==> src/design/clm_cfg.svh <==
// register offsets, field positions, reset values for the channel limit monitor
`ifndef CLM_CFG_SVH
`define CLM_CFG_SVH

// -----------------------------------------------------------------------------
// register offsets
// -----------------------------------------------------------------------------
`define CLM_OFS_CH6_HIGH_LSB_HYST  8'h38
`define CLM_OFS_CH6_HIGH_UPPER     8'h39
`define CLM_OFS_CH6_LOW_LSB_DEB    8'h3a
`define CLM_OFS_CH6_LOW_UPPER      8'h3b
`define CLM_OFS_CH7_HIGH_LSB_HYST  8'h3c
`define CLM_OFS_CH7_HIGH_UPPER     8'h3d
`define CLM_OFS_CH7_LOW_LSB_DEB    8'h3e
`define CLM_OFS_CH7_LOW_UPPER      8'h3f
`define CLM_OFS_CH0_PEAK_LOW       8'h60
`define CLM_OFS_CH0_PEAK_HIGH      8'h61

// -----------------------------------------------------------------------------
// field positions
// -----------------------------------------------------------------------------
`define CLM_NIB_HI       7
`define CLM_NIB_LO       4
`define CLM_CNT_HI       3
`define CLM_CNT_LO       0
`define CLM_HYST_SHIFT   3

// -----------------------------------------------------------------------------
// reset values
// -----------------------------------------------------------------------------
`define CLM_RST_HIGH_LSB_HYST  8'hf0
`define CLM_RST_HIGH_UPPER     8'hff
`define CLM_RST_LOW_LSB_DEB    8'h00
`define CLM_RST_LOW_UPPER      8'h00
`define CLM_RST_PEAK           12'h000

`endif

==> src/design/clm_pkg.sv <==
// types shared by the channel limit monitor files
package clm_pkg;

	// per-channel event flag state
	typedef enum logic [0:0] {
		CLM_IDLE  = 1'b0,
		CLM_EVENT = 1'b1
	} clm_state_t;

	typedef logic [11:0] clm_code_t;

endpackage : clm_pkg

==> src/design/clm_chan.sv <==
// one channel's window comparator with debounce counter and hysteresis
`timescale 1ns/1ps
`include "clm_cfg.svh"

module clm_chan
	import clm_pkg::*;
(
	// clock and reset
	input  wire logic       ref_clk,
	input  wire logic       rst_n,
	// sample stream
	input  wire logic       sampleValid,
	input  wire clm_code_t  sampleCode,
	// limits
	input  wire logic [7:0] highByte,
	input  wire logic [3:0] highNibble,
	input  wire logic [7:0] lowByte,
	input  wire logic [3:0] lowNibble,
	input  wire logic [3:0] hystField,
	input  wire logic [3:0] debounceCount,
	// result
	output logic            eventFlag
);

	clm_state_t state_r, state_nxt;
	logic [3:0] run_r, run_nxt;
	logic [12:0] highLim, lowLim, hyst, code13;
	logic       above, below, beyond;

	// -------------------------------------------------------------------------
	// limit assembly
	// -------------------------------------------------------------------------
	always_comb begin
		highLim = {1'b0, highByte, highNibble};
		lowLim  = {1'b0, lowByte, lowNibble};
		hyst    = 13'(hystField) << `CLM_HYST_SHIFT;
		code13  = {1'b0, sampleCode};
		above   = code13 > highLim;
		below   = code13 < lowLim;
		beyond  = above | below;
	end

	// -------------------------------------------------------------------------
	// debounce and flag release
	// -------------------------------------------------------------------------
	always_comb begin
		state_nxt = state_r;
		run_nxt   = run_r;
		if (sampleValid) begin
			case (state_r)
				CLM_IDLE: begin
					if (!beyond) begin
						run_nxt = 4'h0;
					end else if (run_r == debounceCount) begin
						state_nxt = CLM_EVENT;  // n+1 samples in a row
						run_nxt   = 4'h0;
					end else begin
						run_nxt = run_r + 4'h1;
					end
				end
				CLM_EVENT: begin
					// release only once inside the narrowed window
					if ((code13 + hyst <= highLim) && (code13 >= lowLim + hyst)) begin
						state_nxt = CLM_IDLE;
					end
				end
				default: state_nxt = CLM_IDLE;
			endcase
		end
	end

	always_ff @(posedge ref_clk or negedge rst_n) begin
		if (!rst_n) begin
			state_r <= CLM_IDLE;
			run_r   <= 4'h0;
		end else begin
			state_r <= state_nxt;
			run_r   <= run_nxt;
		end
	end

	assign eventFlag = (state_r == CLM_EVENT);

endmodule : clm_chan

==> src/design/clm_top.sv <==
// channel limit monitor: register file, two comparator channels, peak capture
// Notes on behaviour
// - high nibble compared with result bits 3:0
// - low nibble compared with result bits 3:0
// - limit bytes compared with top eight bits
// - count n needs n+1 consecutive samples
// - hysteresis nibble shifted left three, both limits
// - high limit resets to full scale
// - low limit and count reset zero
// - peak holds largest code since read
// - peak read returns value then clears
`timescale 1ns/1ps
`include "clm_cfg.svh"

module clm_top
	import clm_pkg::*;
(
	// clock and reset
	input  wire logic       ref_clk,
	input  wire logic       rst_n,
	// conversion stream, same clock domain
	input  wire logic       sampleValid,
	input  wire logic [2:0] sampleChan,
	input  wire clm_code_t  sampleCode,
	// register port from the serial-bus engine
	input  wire logic [7:0] regAddr,
	input  wire logic       regWrite,
	input  wire logic [7:0] regWdata,
	input  wire logic       regRead,
	output logic [7:0]      regRdata,
	output logic            regRvalid,
	// event flags for channels 6 and 7
	output logic [1:0]      eventFlags
);

	// limitations: only channels 6 and 7 carry a comparator and only channel 0
	// a peak register; a read and a write strobe in the same cycle are not
	// expected, the write lands and the read returns the value from before it;
	// the register port has no error answer, unmapped reads simply give zero

	// -------------------------------------------------------------------------
	// configuration registers, index 0 is channel 6
	// -------------------------------------------------------------------------
	// each monitored channel owns four bytes from its base (0x38, 0x3c):
	//   base+0  high limit nibble in [7:4], hysteresis field in [3:0]
	//   base+1  high limit byte
	//   base+2  low limit nibble in [7:4], debounce count in [3:0]
	//   base+3  low limit byte
	// the limits are twelve bits, byte above nibble, as the conversion code is;
	// channel 0 peak: 0x60 low byte, 0x61 upper four bits, both read-only
	logic [7:0] hiLsb_r [2];
	logic [7:0] hiUp_r  [2];
	logic [7:0] loLsb_r [2];
	logic [7:0] loUp_r  [2];
	logic [7:0] hiLsb_nxt [2];
	logic [7:0] hiUp_nxt  [2];
	logic [7:0] loLsb_nxt [2];
	logic [7:0] loUp_nxt  [2];
	clm_code_t  peak_r, peak_nxt;
	logic       peakHit;
	logic       peakClear;
	logic [7:0] regRdata_nxt;
	logic       regRvalid_nxt;
	logic [1:0] chanHit;
	logic [1:0] flagRaw;
	logic [1:0] eventFlags_r;

	// register writes
	always_comb begin
		for (int c = 0; c < 2; c++) begin
			hiLsb_nxt[c] = hiLsb_r[c];
			hiUp_nxt[c]  = hiUp_r[c];
			loLsb_nxt[c] = loLsb_r[c];
			loUp_nxt[c]  = loUp_r[c];
		end
		if (regWrite) begin
			case (regAddr)
				`CLM_OFS_CH6_HIGH_LSB_HYST: hiLsb_nxt[0] = regWdata;
				`CLM_OFS_CH6_HIGH_UPPER:    hiUp_nxt[0]  = regWdata;
				`CLM_OFS_CH6_LOW_LSB_DEB:   loLsb_nxt[0] = regWdata;
				`CLM_OFS_CH6_LOW_UPPER:     loUp_nxt[0]  = regWdata;
				`CLM_OFS_CH7_HIGH_LSB_HYST: hiLsb_nxt[1] = regWdata;
				`CLM_OFS_CH7_HIGH_UPPER:    hiUp_nxt[1]  = regWdata;
				`CLM_OFS_CH7_LOW_LSB_DEB:   loLsb_nxt[1] = regWdata;
				`CLM_OFS_CH7_LOW_UPPER:     loUp_nxt[1]  = regWdata;
				default: ;  // unmapped or read-only: write ignored
			endcase
		end
	end

	// configuration registers; reset leaves the window fully open (high at full
	// scale, low at zero), so no sample can count as beyond it
	always_ff @(posedge ref_clk or negedge rst_n) begin
		if (!rst_n) begin
			for (int c = 0; c < 2; c++) begin
				hiLsb_r[c] <= `CLM_RST_HIGH_LSB_HYST;
				hiUp_r[c]  <= `CLM_RST_HIGH_UPPER;
				loLsb_r[c] <= `CLM_RST_LOW_LSB_DEB;
				loUp_r[c]  <= `CLM_RST_LOW_UPPER;
			end
		end else begin
			for (int c = 0; c < 2; c++) begin
				hiLsb_r[c] <= hiLsb_nxt[c];
				hiUp_r[c]  <= hiUp_nxt[c];
				loLsb_r[c] <= loLsb_nxt[c];
				loUp_r[c]  <= loUp_nxt[c];
			end
		end
	end

	// -------------------------------------------------------------------------
	// comparator channels
	// -------------------------------------------------------------------------
	// entry 0 serves converter channel 6 and entry 1 channel 7; samples of any
	// other channel leave a run counter alone, so channels that are converted
	// in turn still count as consecutive samples on each of them
	assign chanHit = {sampleValid && (sampleChan == 3'h7),
	                  sampleValid && (sampleChan == 3'h6)};

	generate
		for (genvar g = 0; g < 2; g++) begin : gChan
			clm_chan uChan (
				.ref_clk       (ref_clk),
				.rst_n         (rst_n),
				.sampleValid   (chanHit[g]),
				.sampleCode    (sampleCode),
				.highByte      (hiUp_r[g]),
				.highNibble    (hiLsb_r[g][`CLM_NIB_HI:`CLM_NIB_LO]),
				.lowByte       (loUp_r[g]),
				.lowNibble     (loLsb_r[g][`CLM_NIB_HI:`CLM_NIB_LO]),
				.hystField     (hiLsb_r[g][`CLM_CNT_HI:`CLM_CNT_LO]),
				.debounceCount (loLsb_r[g][`CLM_CNT_HI:`CLM_CNT_LO]),
				.eventFlag     (flagRaw[g])
			);
		end
	endgenerate

	// -------------------------------------------------------------------------
	// read path: register decode and registered answer
	// -------------------------------------------------------------------------
	// the answer comes from flops, so the host sees it exactly one cycle after
	// its strobe, and regRdata falls back to zero between reads
	always_comb begin
		regRdata_nxt  = 8'h00;
		regRvalid_nxt = regRead;
		peakClear     = 1'b0;
		if (regRead) begin
			case (regAddr)
				`CLM_OFS_CH6_HIGH_LSB_HYST: regRdata_nxt = hiLsb_r[0];
				`CLM_OFS_CH6_HIGH_UPPER:    regRdata_nxt = hiUp_r[0];
				`CLM_OFS_CH6_LOW_LSB_DEB:   regRdata_nxt = loLsb_r[0];
				`CLM_OFS_CH6_LOW_UPPER:     regRdata_nxt = loUp_r[0];
				`CLM_OFS_CH7_HIGH_LSB_HYST: regRdata_nxt = hiLsb_r[1];
				`CLM_OFS_CH7_HIGH_UPPER:    regRdata_nxt = hiUp_r[1];
				`CLM_OFS_CH7_LOW_LSB_DEB:   regRdata_nxt = loLsb_r[1];
				`CLM_OFS_CH7_LOW_UPPER:     regRdata_nxt = loUp_r[1];
				`CLM_OFS_CH0_PEAK_LOW: begin
					regRdata_nxt = peak_r[7:0];
					peakClear    = 1'b1;
				end
				`CLM_OFS_CH0_PEAK_HIGH: begin
					regRdata_nxt = {4'h0, peak_r[11:8]};
					peakClear    = 1'b1;
				end
				default: regRdata_nxt = 8'h00;  // unmapped reads as zero
			endcase
		end
	end

	// answer registers
	always_ff @(posedge ref_clk or negedge rst_n) begin
		if (!rst_n) begin
			regRdata  <= 8'h00;
			regRvalid <= 1'b0;
		end else begin
			regRdata  <= regRdata_nxt;
			regRvalid <= regRvalid_nxt;
		end
	end

	// -------------------------------------------------------------------------
	// peak capture for channel 0
	// -------------------------------------------------------------------------
	// either half clears the whole code: a host after both halves of one peak
	// must accept that its second read only shows what came after the first
	assign peakHit = sampleValid && (sampleChan == 3'h0);

	// a sample that lands in the clearing cycle still counts: set wins over clear
	always_comb begin
		peak_nxt = peak_r;
		if (peakClear) begin
			peak_nxt = `CLM_RST_PEAK;
		end
		if (peakHit && (sampleCode > peak_nxt)) begin
			peak_nxt = sampleCode;
		end
	end

	// peak register, read-only to the host
	always_ff @(posedge ref_clk or negedge rst_n) begin
		if (!rst_n) begin
			peak_r <= `CLM_RST_PEAK;
		end else begin
			peak_r <= peak_nxt;
		end
	end

	// -------------------------------------------------------------------------
	// event flag outputs
	// -------------------------------------------------------------------------
	// one more stage keeps the outputs straight from flops; the cost is that a
	// flag follows its deciding sample by two clock edges instead of one
	always_ff @(posedge ref_clk or negedge rst_n) begin
		if (!rst_n) begin
			eventFlags_r <= 2'b00;
		end else begin
			eventFlags_r <= flagRaw;
		end
	end

	assign eventFlags = eventFlags_r;

endmodule : clm_top

==> config.mk <==
export PLATFORM = sky130hd
export DESIGN_NAME = clm_top
export DESIGN_NICKNAME = d
export VERILOG_FILES = /design/src/design/clm_pkg.sv /design/src/design/clm_chan.sv /design/src/design/clm_top.sv
export VERILOG_INCLUDE_DIRS = /design/src /design/src/design
export SDC_FILE = /design/constraint.sdc
export NUM_CORES = 1
export LEC_CHECK = 0
export BUFFER_PORTS_ARGS = -buffer_cell sky130_fd_sc_hd__buf_2
export CELL_PAD_IN_SITES_DETAIL_PLACEMENT = 0
export CELL_PAD_IN_SITES_GLOBAL_PLACEMENT = 2
export CORE_MARGIN = 2
export CORE_UTILIZATION = 43
export DETAILED_ROUTE_END_ITERATION = 16
export GPL_TIMING_DRIVEN = 0
export PLACE_DENSITY_LB_ADDON = 0.12
export SETUP_SLACK_MARGIN = 0.1
export SYNTH_ARGS = -nofsm -noshare
export SYNTH_HDL_FRONTEND = slang
export SYNTH_SLANG_ARGS = --single-unit
==> constraint.sdc <==
create_clock -name ref_clk -period 7.9 [get_ports ref_clk]
set_clock_uncertainty 0.2 [all_clocks]
set_input_delay 0.395 -clock ref_clk [delete_from_list [all_inputs] [get_ports ref_clk]]
set_output_delay 0.395 -clock ref_clk [all_outputs]
set_load 0.05 [all_outputs]
# [Word level (Yosys, flattened, before mapping)]
# Index checks and enable logic that the tools add are counted.
[classes] n_eq_ne=14 n_addsub=6 order_cmp=9 n_reduce_logical=18 muxes=18 n_bitwise=4
[ops] operator="8-bit one-hot mux with 10 select lines" n=1
[ops] operator="8-bit by 6-bit equality test with 1-bit output (second input constant)" n=8
[ops] operator="12-bit by 7-bit adder with 13-bit output" n=4
[ops] operator="12-bit greater-than comparator" n=3
[ops] operator="12-bit by 13-bit greater-or-equal comparator with 1-bit output" n=2
[ops] operator="13-bit by 12-bit <= comparator with 1-bit output" n=2
[ops] operator="12-bit less-than comparator" n=2
[ops] operator="12-bit 2-to-1 mux" n=2
[ops] operator="2-bit AND reduction" n=10
[ops] operator="8-bit by 7-bit equality test with 1-bit output (second input constant)" n=2
[ops] operator="4-bit 2-to-1 mux" n=4
[ops] operator="4-bit by 1-bit adder with 4-bit output (second input constant)" n=2
[ops] operator="4-bit equality test" n=2
[ops] operator="1-bit 2-to-1 mux" n=8
[ops] operator="8-bit 2-to-1 mux" n=1
[ops] operator="3-bit equality test (second input constant)" n=2
[ops] operator="1-bit logical AND" n=6
[ops] operator="1-bit one-hot mux with 2 select lines" n=2
[ops] operator="3-bit logical NOT" n=1
[ops] operator="1-bit NOT" n=2
[ops] operator="1-bit bitwise OR" n=2
[ops] operator="2-bit OR reduction" n=1
[word_totals] reg_bits=97 elab_cells=85 out_inout_bits=11 in_bits=36

# [Longest topological paths before layout]
# Gate-level depths: netlist (run 1).
[logic_depth] word_depth=8 depth_mapped=16

# [Hierarchy]
# Synthesis (run 1) repeated with hierarchy kept, for this count alone.
[unflattened] hier_cells=771 hier_area_um2=7923.8
[by_module_without_submodules] mod="clm_top" area_per_inst_um2=4322.9 cells_each=330 n_inst=1 seq_area_each_um2=2207.1
[by_module_without_submodules] mod="clm_chan (gChan[0].uChan)" area_per_inst_um2=1801.7 cells_each=222 n_inst=1 seq_area_each_um2=125.1
[by_module_without_submodules] mod="clm_chan (gChan[1].uChan)" area_per_inst_um2=1799.2 cells_each=219 n_inst=1 seq_area_each_um2=125.1

# [Worst setup path after synthesis (run 1)]
# No wires, ideal clock.
[synth_timing] path_type="input to register" startpoint="in regAddr[2]" endpoint="reg peak_r[10]" t_required_ns=7.621 slack_ns=4.605 setup_ns=0.079 cell_stages=15 arrival_ns=3.016 path_cell_list="buf_2 nor4b_1 nand2_1 nor2_2 nand2_1 clkbuf_1 nand2_1 ha_1 a21o_1 a21o_1 a21oi_1 o21ai_0 o21ai_1 buf_2 mux2i_1"
[synth_between] elab_chain_len=8 elab_cells_between_ends=9
[synth_lines] element="start, declared" line_no="clm_top.sv:26" text="input wire logic [7:0] regAddr,"
[synth_lines] element="8-bit by 7-bit equality test with 1-bit output" line_no="clm_top.sv:148" text="case (regAddr)"
[synth_lines] element="2-bit OR reduction (no line) (*)"
[synth_lines] element="1-bit 2-to-1 mux (*)" line_no="clm_top.sv:148"
[synth_lines] element="1-bit 2-to-1 mux (*)" line_no="clm_top.sv:147" text="if (regRead) begin"
[synth_lines] element="12-bit 2-to-1 mux (*)" line_no="clm_top.sv:191" text="if (peakClear) begin"
[synth_lines] element="12-bit greater-than comparator" line_no="clm_top.sv:194" text="if (peakHit && (sampleCode > peak_nxt)) begin"
[synth_lines] element="1-bit logical AND" line_no="clm_top.sv:194"
[synth_lines] element="12-bit 2-to-1 mux (*)" line_no="clm_top.sv:194"
[synth_lines] element="net peak_nxt[10]" line_no="clm_top.sv:59" text="clm_code_t peak_r, peak_nxt;"
[synth_lines] element="end signal, assigned" line_no="clm_top.sv:202" text="peak_r <= `CLM_RST_PEAK;"
[synth_lines] element="end signal, assigned" line_no="clm_top.sv:204" text="peak_r <= peak_nxt;"
[synth_lines] element="end, declared" line_no="clm_top.sv:59"
# The timed path passes the listed nets; every way through them passes the cells marked *.
# A chain may end at the register's enable or synchronous reset.

# [Worst setup path in the final report (run 1)]
[layout_timing] startpoint="reg hiLsb_r[8] (netlist bit)" endpoint="reg gChan[0].uChan.state_r"
[layout_between] elab_chain_len=5 elab_cells_between_ends=7
[layout_lines] element="start, declared" line_no="clm_top.sv:51" text="logic [7:0] hiLsb_r [2];"
[layout_lines] element="start signal, assigned by index" line_no="clm_top.sv:96" text="hiLsb_r[c] <= `CLM_RST_HIGH_LSB_HYST;"
[layout_lines] element="start signal, assigned by index" line_no="clm_top.sv:103" text="hiLsb_r[c] <= hiLsb_nxt[c];"
[layout_lines] element="12-bit by 7-bit adder with 13-bit output" line_no="clm_chan.sv:63" text="if ((code13 + hyst <= highLim) && (code13 >= lowLim + hyst)) begin"
[layout_lines] element="13-bit by 12-bit <= comparator with 1-bit output or 12-bit by 13-bit greater-or-equal comparator with 1-bit output (tied branches)" line_no="clm_chan.sv:63"
[layout_lines] element="1-bit logical AND (*)" line_no="clm_chan.sv:63"
[layout_lines] element="1-bit 2-to-1 mux (*)" line_no="clm_chan.sv:63"
[layout_lines] element="1-bit one-hot mux with 2 select lines (*)" line_no="clm_chan.sv:50" text="case (state_r)"
[layout_lines] element="end signal, assigned" line_no="clm_chan.sv:77" text="state_r <= state_nxt;"
[layout_lines] element="end, declared" line_no="clm_chan.sv:25" text="clm_state_t state_r, state_nxt;"
# Every way passes the cells marked *; elsewhere a longest branch is shown, timed or not.

==> load_flow_metrics.sql, run 1 <==
INSERT INTO impl_metrics (metric_group, metric, value, unit) VALUES
('logic_synthesis', 'seq_area_frac_synth', '32.1', '%'),
('detailed_routing', 'drt_drc_violations_left', '0', ''),
('min_path', 'hold_path_origin', 'sampleCode[0]', ''),
('cts', 'htreeDepth', '3', ''),
('place', 'place_hpwl', '18900', 'um'),
('logic_synthesis', 'synth-async-reset-ratio', '100', '%'),
('cts', 'cts_hold_repair.buffers', '2', ''),
('min_path', 'worst_hold_path.num_cells', '2', ''),
('logic_synthesis', 'synth.cell_area', '7650', 'um2'),
('die', 'design.die.area', '18900', 'um2'),
('critical_path', 'worst_r2r_path_depth', '16', ''),
('cts', 'clock_insertion_delay_worst_skew', '360', 'ps'),
('critical_path', 'r2r_end', 'gChan[0].uChan.eventFlag$_DFFE_PN0P_', ''),
('logic_synthesis', 'synthesis.yosys.warnings', '0', ''),
('die', 'die_height', '137', 'um'),
('sta', 'max_slew_margin', '56.6', '%'),
('logic_synthesis', 'ys_dominant_reg_cell', 'dfrtp_1', ''),
('pwr', 'ir_drop', '0.117', 'mV'),
('sta', 'finalHoldWorstSlack', '81.8', 'ps'),
('detailed_routing', 'totalWireLength', '24600', 'um'),
('detailed_routing', 'detail_route.wl_per_cell', '22.6', 'um'),
('die', 'design.core.area', '17400', 'um2'),
('cells_and_area', 'syn_to_final_growth', '11.7', '%'),
('logic_synthesis', 'synth_seq_cells', '97', ''),
('sta', 'post-route-period-util', '47.7', '%'),
('cts', 'clkSinkCount', '97', ''),
('logic_synthesis', 'syn-mean-instance-area', '9.56', 'um2'),
('cts', 'cts_inserted_buffers', '9', ''),
('sta', 'fin_setup_tns', '0', 'ps'),
('critical_path', 'timing.critical_path.arrival', '3780', 'ps'),
('logic_synthesis', 'netlist_instances', '800', ''),
('place', 'buffer_ports.inserted', '44', ''),
('critical_path', 'ff2ff_setup_slack', '4130', 'ps'),
('global_route', 'grt_max_degree', '52', ''),
('detailed_routing', 'viasPerCell', '5.74', ''),
('global_route', 'grt_util_overall', '27.4', '%'),
('critical_path', 'timing.critical_path.from_type', 'flip-flop', ''),
('die', 'initial_core_util', '44.1', '%'),
('detailed_routing', 'drt_pass1_iterations', '5', ''),
('critical_path', 'critical_path_class', 'flip-flop to flip-flop', ''),
('global_route', 'antenna_found_initial', '0', ''),
('die', 'num_ports', '47', ''),
('critical_path', 'ff_to_ff_start', 'hiLsb_r[8]$_DFFE_PN0P_', ''),
('critical_path', 'path_max_fanout', '4', ''),
('detailed_routing', 'drt_first_iter_violations', '362', ''),
('cts', 'cts_tree', 'built', ''),
('logic_synthesis', 'yosys.cell_types.count', '59', ''),
('global_route', 'grt_pass1_vias', '6326', ''),
('logic_synthesis', 'postSynthNetCount', '954', ''),
('die', 'placement_rows', '48', ''),
('min_path', 'holdPathEnd', 'peak_r[0]$_DFF_PN0_', ''),
('die', 'overall_die_width', '137', 'um'),
('global_route', 'grt_overflow', '0', ''),
('sta', 'final_critical_path_setup_slack', '4130', 'ps'),
('cts', 'post_cts.resized_instances', '0', ''),
('sta', 'period_needed', '3770', 'ps'),
('logic_synthesis', 'synth-edff-count', '0', ''),
('sta', 'final-setup-viol-count', '0', ''),
('flow_run', 'cap_violations', '0', ''),
('cts', 'postCtsSetupBuffers', '0', ''),
('pwr', 'pwr_density_cell', '189', 'nW/um2'),
('cts', 'clkSlewWorstSetupHoldPaths', '70', 'ps'),
('sta', 'setup_repair_after_global_routing_missed_its_margin', 'no', ''),
('sta', 'tightest_slew', '644', 'ps'),
('detailed_routing', 'postRouteAntennaNets', '0', ''),
('cts', 'clock_tree.buffer_depth', '2', ''),
('sta', 'drv_slew', '0', ''),
('cells_and_area', 'layout.filler_cells', '1695', ''),
('cells_and_area', 'diodes', '0', ''),
('place', 'pre_cts_ws', '3870', 'ps'),
('sta', 'final-hold-violation-count', '0', ''),
('outcome', 'status', 'completed', ''),
('global_route', 'grt_first_pass_wirelength', '37400', 'um'),
('cells_and_area', 'nets', '1012', ''),
('pwr', 'p_leak', '4.16', 'nW'),
('critical_path', 'data_required_critical_path', '7910', 'ps'),
('sta', 'max_freq', '265', 'MHz'),
('place', 'place.gp.congestion', '0.955', ''),
('critical_path', 'end_kind', 'flip-flop', ''),
('detailed_routing', 'vias', '6247', ''),
('min_path', 'worstHoldPathType', 'primary input to flip-flop', ''),
('cells_and_area', 'layout-drive-gt1-share', '18.3', '%'),
('cts', 'cts-root-buf', 'clkbuf_16', '');
-- worst max-delay path by stage --
stage | to | from
after floorplan | peak_r[10]$_DFF_PN0_ | regAddr[2]
after global placement | gChan[1].uChan.eventFlag$_DFFE_PN0P_ | sampleCode[4]
after detailed placement | gChan[1].uChan.eventFlag$_DFFE_PN0P_ | sampleCode[4]
after CTS | gChan[0].uChan.eventFlag$_DFFE_PN0P_ | hiLsb_r[8]$_DFFE_PN0P_
after global routing | peak_r[6]$_DFF_PN0_ | regAddr[2]
final | gChan[0].uChan.eventFlag$_DFFE_PN0P_ | hiLsb_r[8]$_DFFE_PN0P_
-- placed cells by master, fill, tap and decap left out, drive strengths merged, types with 4 or more instances in the layout --
master,instances
ha,114
inv,78
dfrtp,73
nand2,63
buf,58
a21oi,54
mux2,47
o21ai,47
nor2,36
xnor2,29
a21o,28
nand3,25
dfstp,24
nand4,18
mux2i,17
nor3,16
clkbuf,16
nor2b,15
nand2b,9
a22oi,9
mux4,8
xor2,6
a211oi,6
o211ai,6
nor4b,4
fa,4
-- layout make-up --
type | count | area, um2 | share of cell area, %
Buffer | 20 | 92.6 | 1.08
Clock buffer | 9 | 225 | 2.64
Clock inverter | 7 | 116 | 1.36
Inverter | 77 | 289 | 3.38
Multi-Input combinational cell | 606 | 4810 | 56.3
Sequential cell | 97 | 2460 | 28.8
Tap cell | 225 | 282 | 3.30
Timing Repair Buffer | 47 | 270 | 3.16
-- critical path, cell delays in order, from the launching register on --
cell,delay [ps]
dfrtp_1,490
ha_1,220
inv_1,60
fa_1,400
nor2b_1,120
o21ai_0,80
nand2_1,140
nand3_1,110
xnor2_1,150
ha_1,270
o21ai_0,80
nand2b_1,70
a21oi_1,70
nor3_1,450
o221ai_1,330
o21ai_0,210
o311ai_0,160
-- synth_stat cells (all sizes together) (4+ instances only) --
master / count / area (um2)
ha: 114 / 1430
mux2i: 17 / 170
inv: 77 / 289
nor4b: 4 / 35.0
nand2b: 9 / 56.3
clkbuf: 7 / 26.3
a22oi: 9 / 67.6
nand2: 63 / 246
nand4: 18 / 113
fa: 4 / 80.1
xnor2: 29 / 254
mux2: 47 / 529
dfrtp: 73 / 1830
buf: 13 / 66.3
nor2: 36 / 138
a21o: 28 / 210
nand3: 25 / 125
nor2b: 15 / 101
a21oi: 54 / 270
o21ai: 47 / 235
a211oi: 6 / 45.0
o211ai: 6 / 45.0
mux4: 8 / 180
nor3: 16 / 80.1
dfstp: 24 / 631
xor2: 6 / 52.6
-- cell families after synthesis --
logic type                 Yosys count  synth area share [%]
AOI/OAI and AO/OA                  177                  14.2
xor gates and xnor gates            35                  4.01
adders and majority gates          118                  19.7
buffers and inverters               97                  4.99
DFF                                 97                  32.1
muxes                               72                  11.5
and+or+nand+nor                    204                  13.4
-- sequential cells by signal, summed over array words and instances, names as in the netlist --
signal and flops:
eventFlags 2, gChan.uChan.eventFlag 2, gChan.uChan.run_r 8, hiLsb_r 16, hiUp_r 16, loLsb_r 16, loUp_r 16, peak_r 12
regRdata 8, regRvalid 1
-- layer usage --
layer | vias to the layer above | GRT usage [%] | share of wire (%)
met5 | - | 0 | 0
met4 | 0 | 10.4 | 3.8
met3 | 45 | 4.60 | 4.4
met2 | 146 | 45.3 | 48
met1 | 3069 | 35.9 | 44
li1 | 2987 | - | -
-- metrics by stage --
stage / power [W] / util (%) / cell area [um2] / std cells
after floorplan: 0.000941 / - / 7650 / 800
after global placement: 0.00109 / 46.9 / 8150 / 1069
after detailed placement: 0.00111 / 47.1 / 8180 / 1070
after CTS: 0.00162 / 49.2 / 8540 / 1088
after global routing: 0.00171 / 49.2 / 8540 / 1088
final: 0.00162 / 49.2 / 8540 / 1088
-- where the power goes --
group / internal, W / switching [W]
clock network: 0.000310 / 0.000199
logic: 0.000200 / 0.000281
registers: 0.000565 / 0.0000608
total: 0.00107 / 0.000541
Power figures use the tool's default switching activity.
==> inputs of run 2 (changes only) <==
--- a/config.mk
+++ b/config.mk
@@ -10,7 +10,7 @@
 export CELL_PAD_IN_SITES_DETAIL_PLACEMENT = 0
 export CELL_PAD_IN_SITES_GLOBAL_PLACEMENT = 2
 export CORE_MARGIN = 2
-export CORE_UTILIZATION = 43
+export CORE_UTILIZATION = 40
 export DETAILED_ROUTE_END_ITERATION = 16
 export GPL_TIMING_DRIVEN = 0
 export PLACE_DENSITY_LB_ADDON = 0.12
==> constraint.sdc (replaced) <==
create_clock -name ref_clk -period 3.73 [get_ports ref_clk]
set_clock_uncertainty 0.2 [all_clocks]
set_input_delay 0.1865 -clock ref_clk [delete_from_list [all_inputs] [get_ports ref_clk]]
set_output_delay 0.1865 -clock ref_clk [all_outputs]
set_load 0.05 [all_outputs]
==> load_flow_metrics.sql, run 2 (synthesized netlist as in run 1, its figures left out) <==
INSERT INTO impl_metrics (metric_group, metric, value, unit) VALUES
('global_route', 'grt_util_overall', '25.5', '%'),
('detailed_routing', 'drt_pass1_iterations', '5', ''),
('critical_path', 'timing.critical_path.from_type', 'flip-flop', ''),
('die', 'num_ports', '47', ''),
('pwr', 'switching_pwr', '0.00113', 'W'),
('critical_path', 'r2r_end', 'gChan[1].uChan.eventFlag$_DFFE_PN0P_', ''),
('flow_run', 'cap_violations', '0', ''),
('place', 'pre_cts_ws', '-96.3', 'ps'),
('detailed_routing', 'drt_drc_violations_left', '0', ''),
('cells_and_area', 'leading_cell_types_in_the_layout_fill_and_taps_excluded', '114 x ha_1, 77 x inv_1, 69 x dfrtp_1', ''),
('die', 'placement_rows', '50', ''),
('cells_and_area', 'diodes', '0', ''),
('detailed_routing', 'detail_route.wl_per_cell', '22.4', 'um'),
('die', 'initial_core_util', '40.9', '%'),
('critical_path', 'ff_to_ff_start', 'hiLsb_r[0]$_DFFE_PN0P_', ''),
('sta', 'final-setup-viol-count', '0', ''),
('die', 'die_height', '142', 'um'),
('critical_path', 'path_max_fanout', '4', ''),
('die', 'design.core.area', '18700', 'um2'),
('cts', 'clock_tree.buffer_depth', '2', ''),
('place', 'buffer_ports.inserted', '44', ''),
('critical_path', 'timing.critical_path.arrival', '3460', 'ps'),
('cts', 'htreeDepth', '3', ''),
('sta', 'final-hold-violation-count', '0', ''),
('cells_and_area', 'nets', '1024', ''),
('cts', 'cts_tree', 'built', ''),
('pwr', 'share_comb_of_total_power', '32.1', '%'),
('detailed_routing', 'totalWireLength', '24800', 'um'),
('detailed_routing', 'viasPerCell', '5.69', ''),
('cells_and_area', 'layout.cells.most_common', 'ha_1', ''),
('cts', 'clock_insertion_delay_worst_skew', '360', 'ps'),
('pwr', 'power_report.internal_total', '0.00208', 'W'),
('sta', 'max_freq', '291', 'MHz'),
('cells_and_area', 'fin_cells', '1109', ''),
('die', 'design.die.area', '20200', 'um2'),
('pwr', 'share_clk_of_total_power', '26.6', '%'),
('sta', 'final_critical_path_setup_slack', '291', 'ps'),
('outcome', 'status', 'completed', ''),
('pwr', 'switching_share', '35.2', '%'),
('cts', 'cts_inserted_buffers', '9', ''),
('global_route', 'grt_pass1_vias', '6371', ''),
('critical_path', 'ff2ff_setup_slack', '290', 'ps'),
('sta', 'drv_slew', '0', ''),
('cells_and_area', 'layout-drive-gt1-share', '18.9', '%'),
('pwr', 'ir_drop', '0.228', 'mV'),
('critical_path', 'setup.worst_path.start', 'hiLsb_r[0]$_DFFE_PN0P_', ''),
('sta', 'setup_repair_after_global_routing_missed_its_margin', 'no', ''),
('pwr', 'p_leak', '4.16', 'nW'),
('min_path', 'hold_path_origin', 'regWdata[3]', ''),
('sta', 'max_slew_margin', '59.3', '%'),
('detailed_routing', 'vias', '6309', ''),
('global_route', 'grt_overflow', '0', ''),
('pwr', 'seq_power_share', '41.2', '%'),
('min_path', 'worstHoldPathType', 'primary input to flip-flop', ''),
('cells_and_area', 'fin_util', '46.1', '%'),
('cells_and_area', 'syn_to_final_growth', '12.7', '%'),
('sta', 'tightest_slew', '604', 'ps'),
('place', 'place_hpwl', '19200', 'um'),
('cts', 'cts-root-buf', 'clkbuf_16', ''),
('cts', 'clkSlewWorstSetupHoldPaths', '60', 'ps'),
('critical_path', 'endpoint', 'gChan[1].uChan.eventFlag$_DFFE_PN0P_', ''),
('critical_path', 'data_required_critical_path', '3750', 'ps'),
('sta', 'fin_setup_tns', '0', 'ps'),
('place', 'dp.cells', '1079', ''),
('critical_path', 'end_kind', 'flip-flop', ''),
('detailed_routing', 'drt_first_iter_violations', '368', ''),
('pwr', 'pwr_density_cell', '373', 'nW/um2'),
('global_route', 'grt_first_pass_wirelength', '37400', 'um'),
('critical_path', 'worst_r2r_path_depth', '15', ''),
('sta', 'post-route-period-util', '92.2', '%'),
('global_route', 'grt_max_degree', '57', ''),
('global_route', 'antenna_found_initial', '0', ''),
('critical_path', 'critical_path_class', 'flip-flop to flip-flop', ''),
('die', 'overall_die_width', '142', 'um'),
('sta', 'finalHoldWorstSlack', '17.9', 'ps'),
('cts', 'clkSinkCount', '97', ''),
('detailed_routing', 'postRouteAntennaNets', '0', ''),
('sta', 'period_needed', '3440', 'ps'),
('place', 'place.gp.congestion', '0.877', '');
## run 2: cell count changes in the layout (fill, tap and decap cells not counted), sizes merged
cell / before / now
bufinv: 3 / 0
clkbuf: 16 / 21
clkinv: 3 / 1
clkinvlp: 0 / 2
dlygate4sd3: 2 / 13
inv: 78 / 77
## run 2: worst min path at each step
stage                                                 to  slack [ps]  cells after the start
finish                             hiUp_r[3]$_DFFE_PN1P_          20                      3
global route                       hiUp_r[3]$_DFFE_PN1P_          20                      3
CTS                                hiUp_r[3]$_DFFE_PN1P_           4                      3
detailed placement  gChan[0].uChan.eventFlag$_DFFE_PN0P_          20                      1
global placement                     regRvalid$_DFF_PN0_         140                      1
floorplan                        eventFlags[0]$_DFF_PN0_        -310                      0
## run 2: final cells by class
type                       count  area (um2)
inverter                      77         289
sequential                    97        2460
fill                        1841       10100
timing repair buffer          59         388
tap                          234         293
clock inverter                 3        20.0
multi-input combinational    606        4830
clock buffer                  13         240
buffer                        20        95.1
## run 2: stage by stage
stage | instance area, um2 | total power, W
after floorplan | 7650 | 0.00199
after global placement | 8160 | 0.00231
after detailed placement | 8190 | 0.00236
after CTS | 8580 | 0.00324
after global routing | 8620 | 0.00344
final | 8620 | 0.00322
## run 2: power groups by stage
| stage | Combinational [W] | Clock [W] | Sequential [W] |
|---|---|---|---|
| 2_1_floorplan | 0.000680 | 0 | 0.00131 |
| 3_3_place_gp | 0.000975 | 0 | 0.00134 |
| 3_5_place_dp | 0.00101 | 0 | 0.00134 |
| 4_1_cts | 0.00103 | 0.000882 | 0.00132 |
| 5_1_grt | 0.00118 | 0.000924 | 0.00134 |
| 6_report | 0.00103 | 0.000857 | 0.00133 |
## run 2: timing repair
| item | CTS | global route |
|---|---|---|
| pin swaps | 0 | 1 |
| setup endpoints to repair | 1 | 12 |
| buffers inserted | 0 | 1 |
| hold endpoints to repair | 64 | 0 |
| hold buffers | 13 | 0 |
| gates resized for setup | 1 | 9 |
## run 2: layer usage
metal  global-route usage (%)  up-vias  wire length, um
met1                     33.8     3100            11200
met2                     42.4      159            11700
met3                     4.10       40              991
met5                        0        -                0
li1                         -     3010                -
met4                     8.95        0              901
## run 2: worst max-delay path: stages (launching register included)
cell	delay, ps
dfrtp_1	450
ha_1	210
inv_1	50
fa_1	400
inv_1	70
a21o_1	120
a21oi_2	80
nor2_1	140
xnor2_1	190
ha_1	300
nand3_1	110
nor2_1	70
a21boi_0	120
o31a_1	300
o41ai_1	350
o31ai_1	120
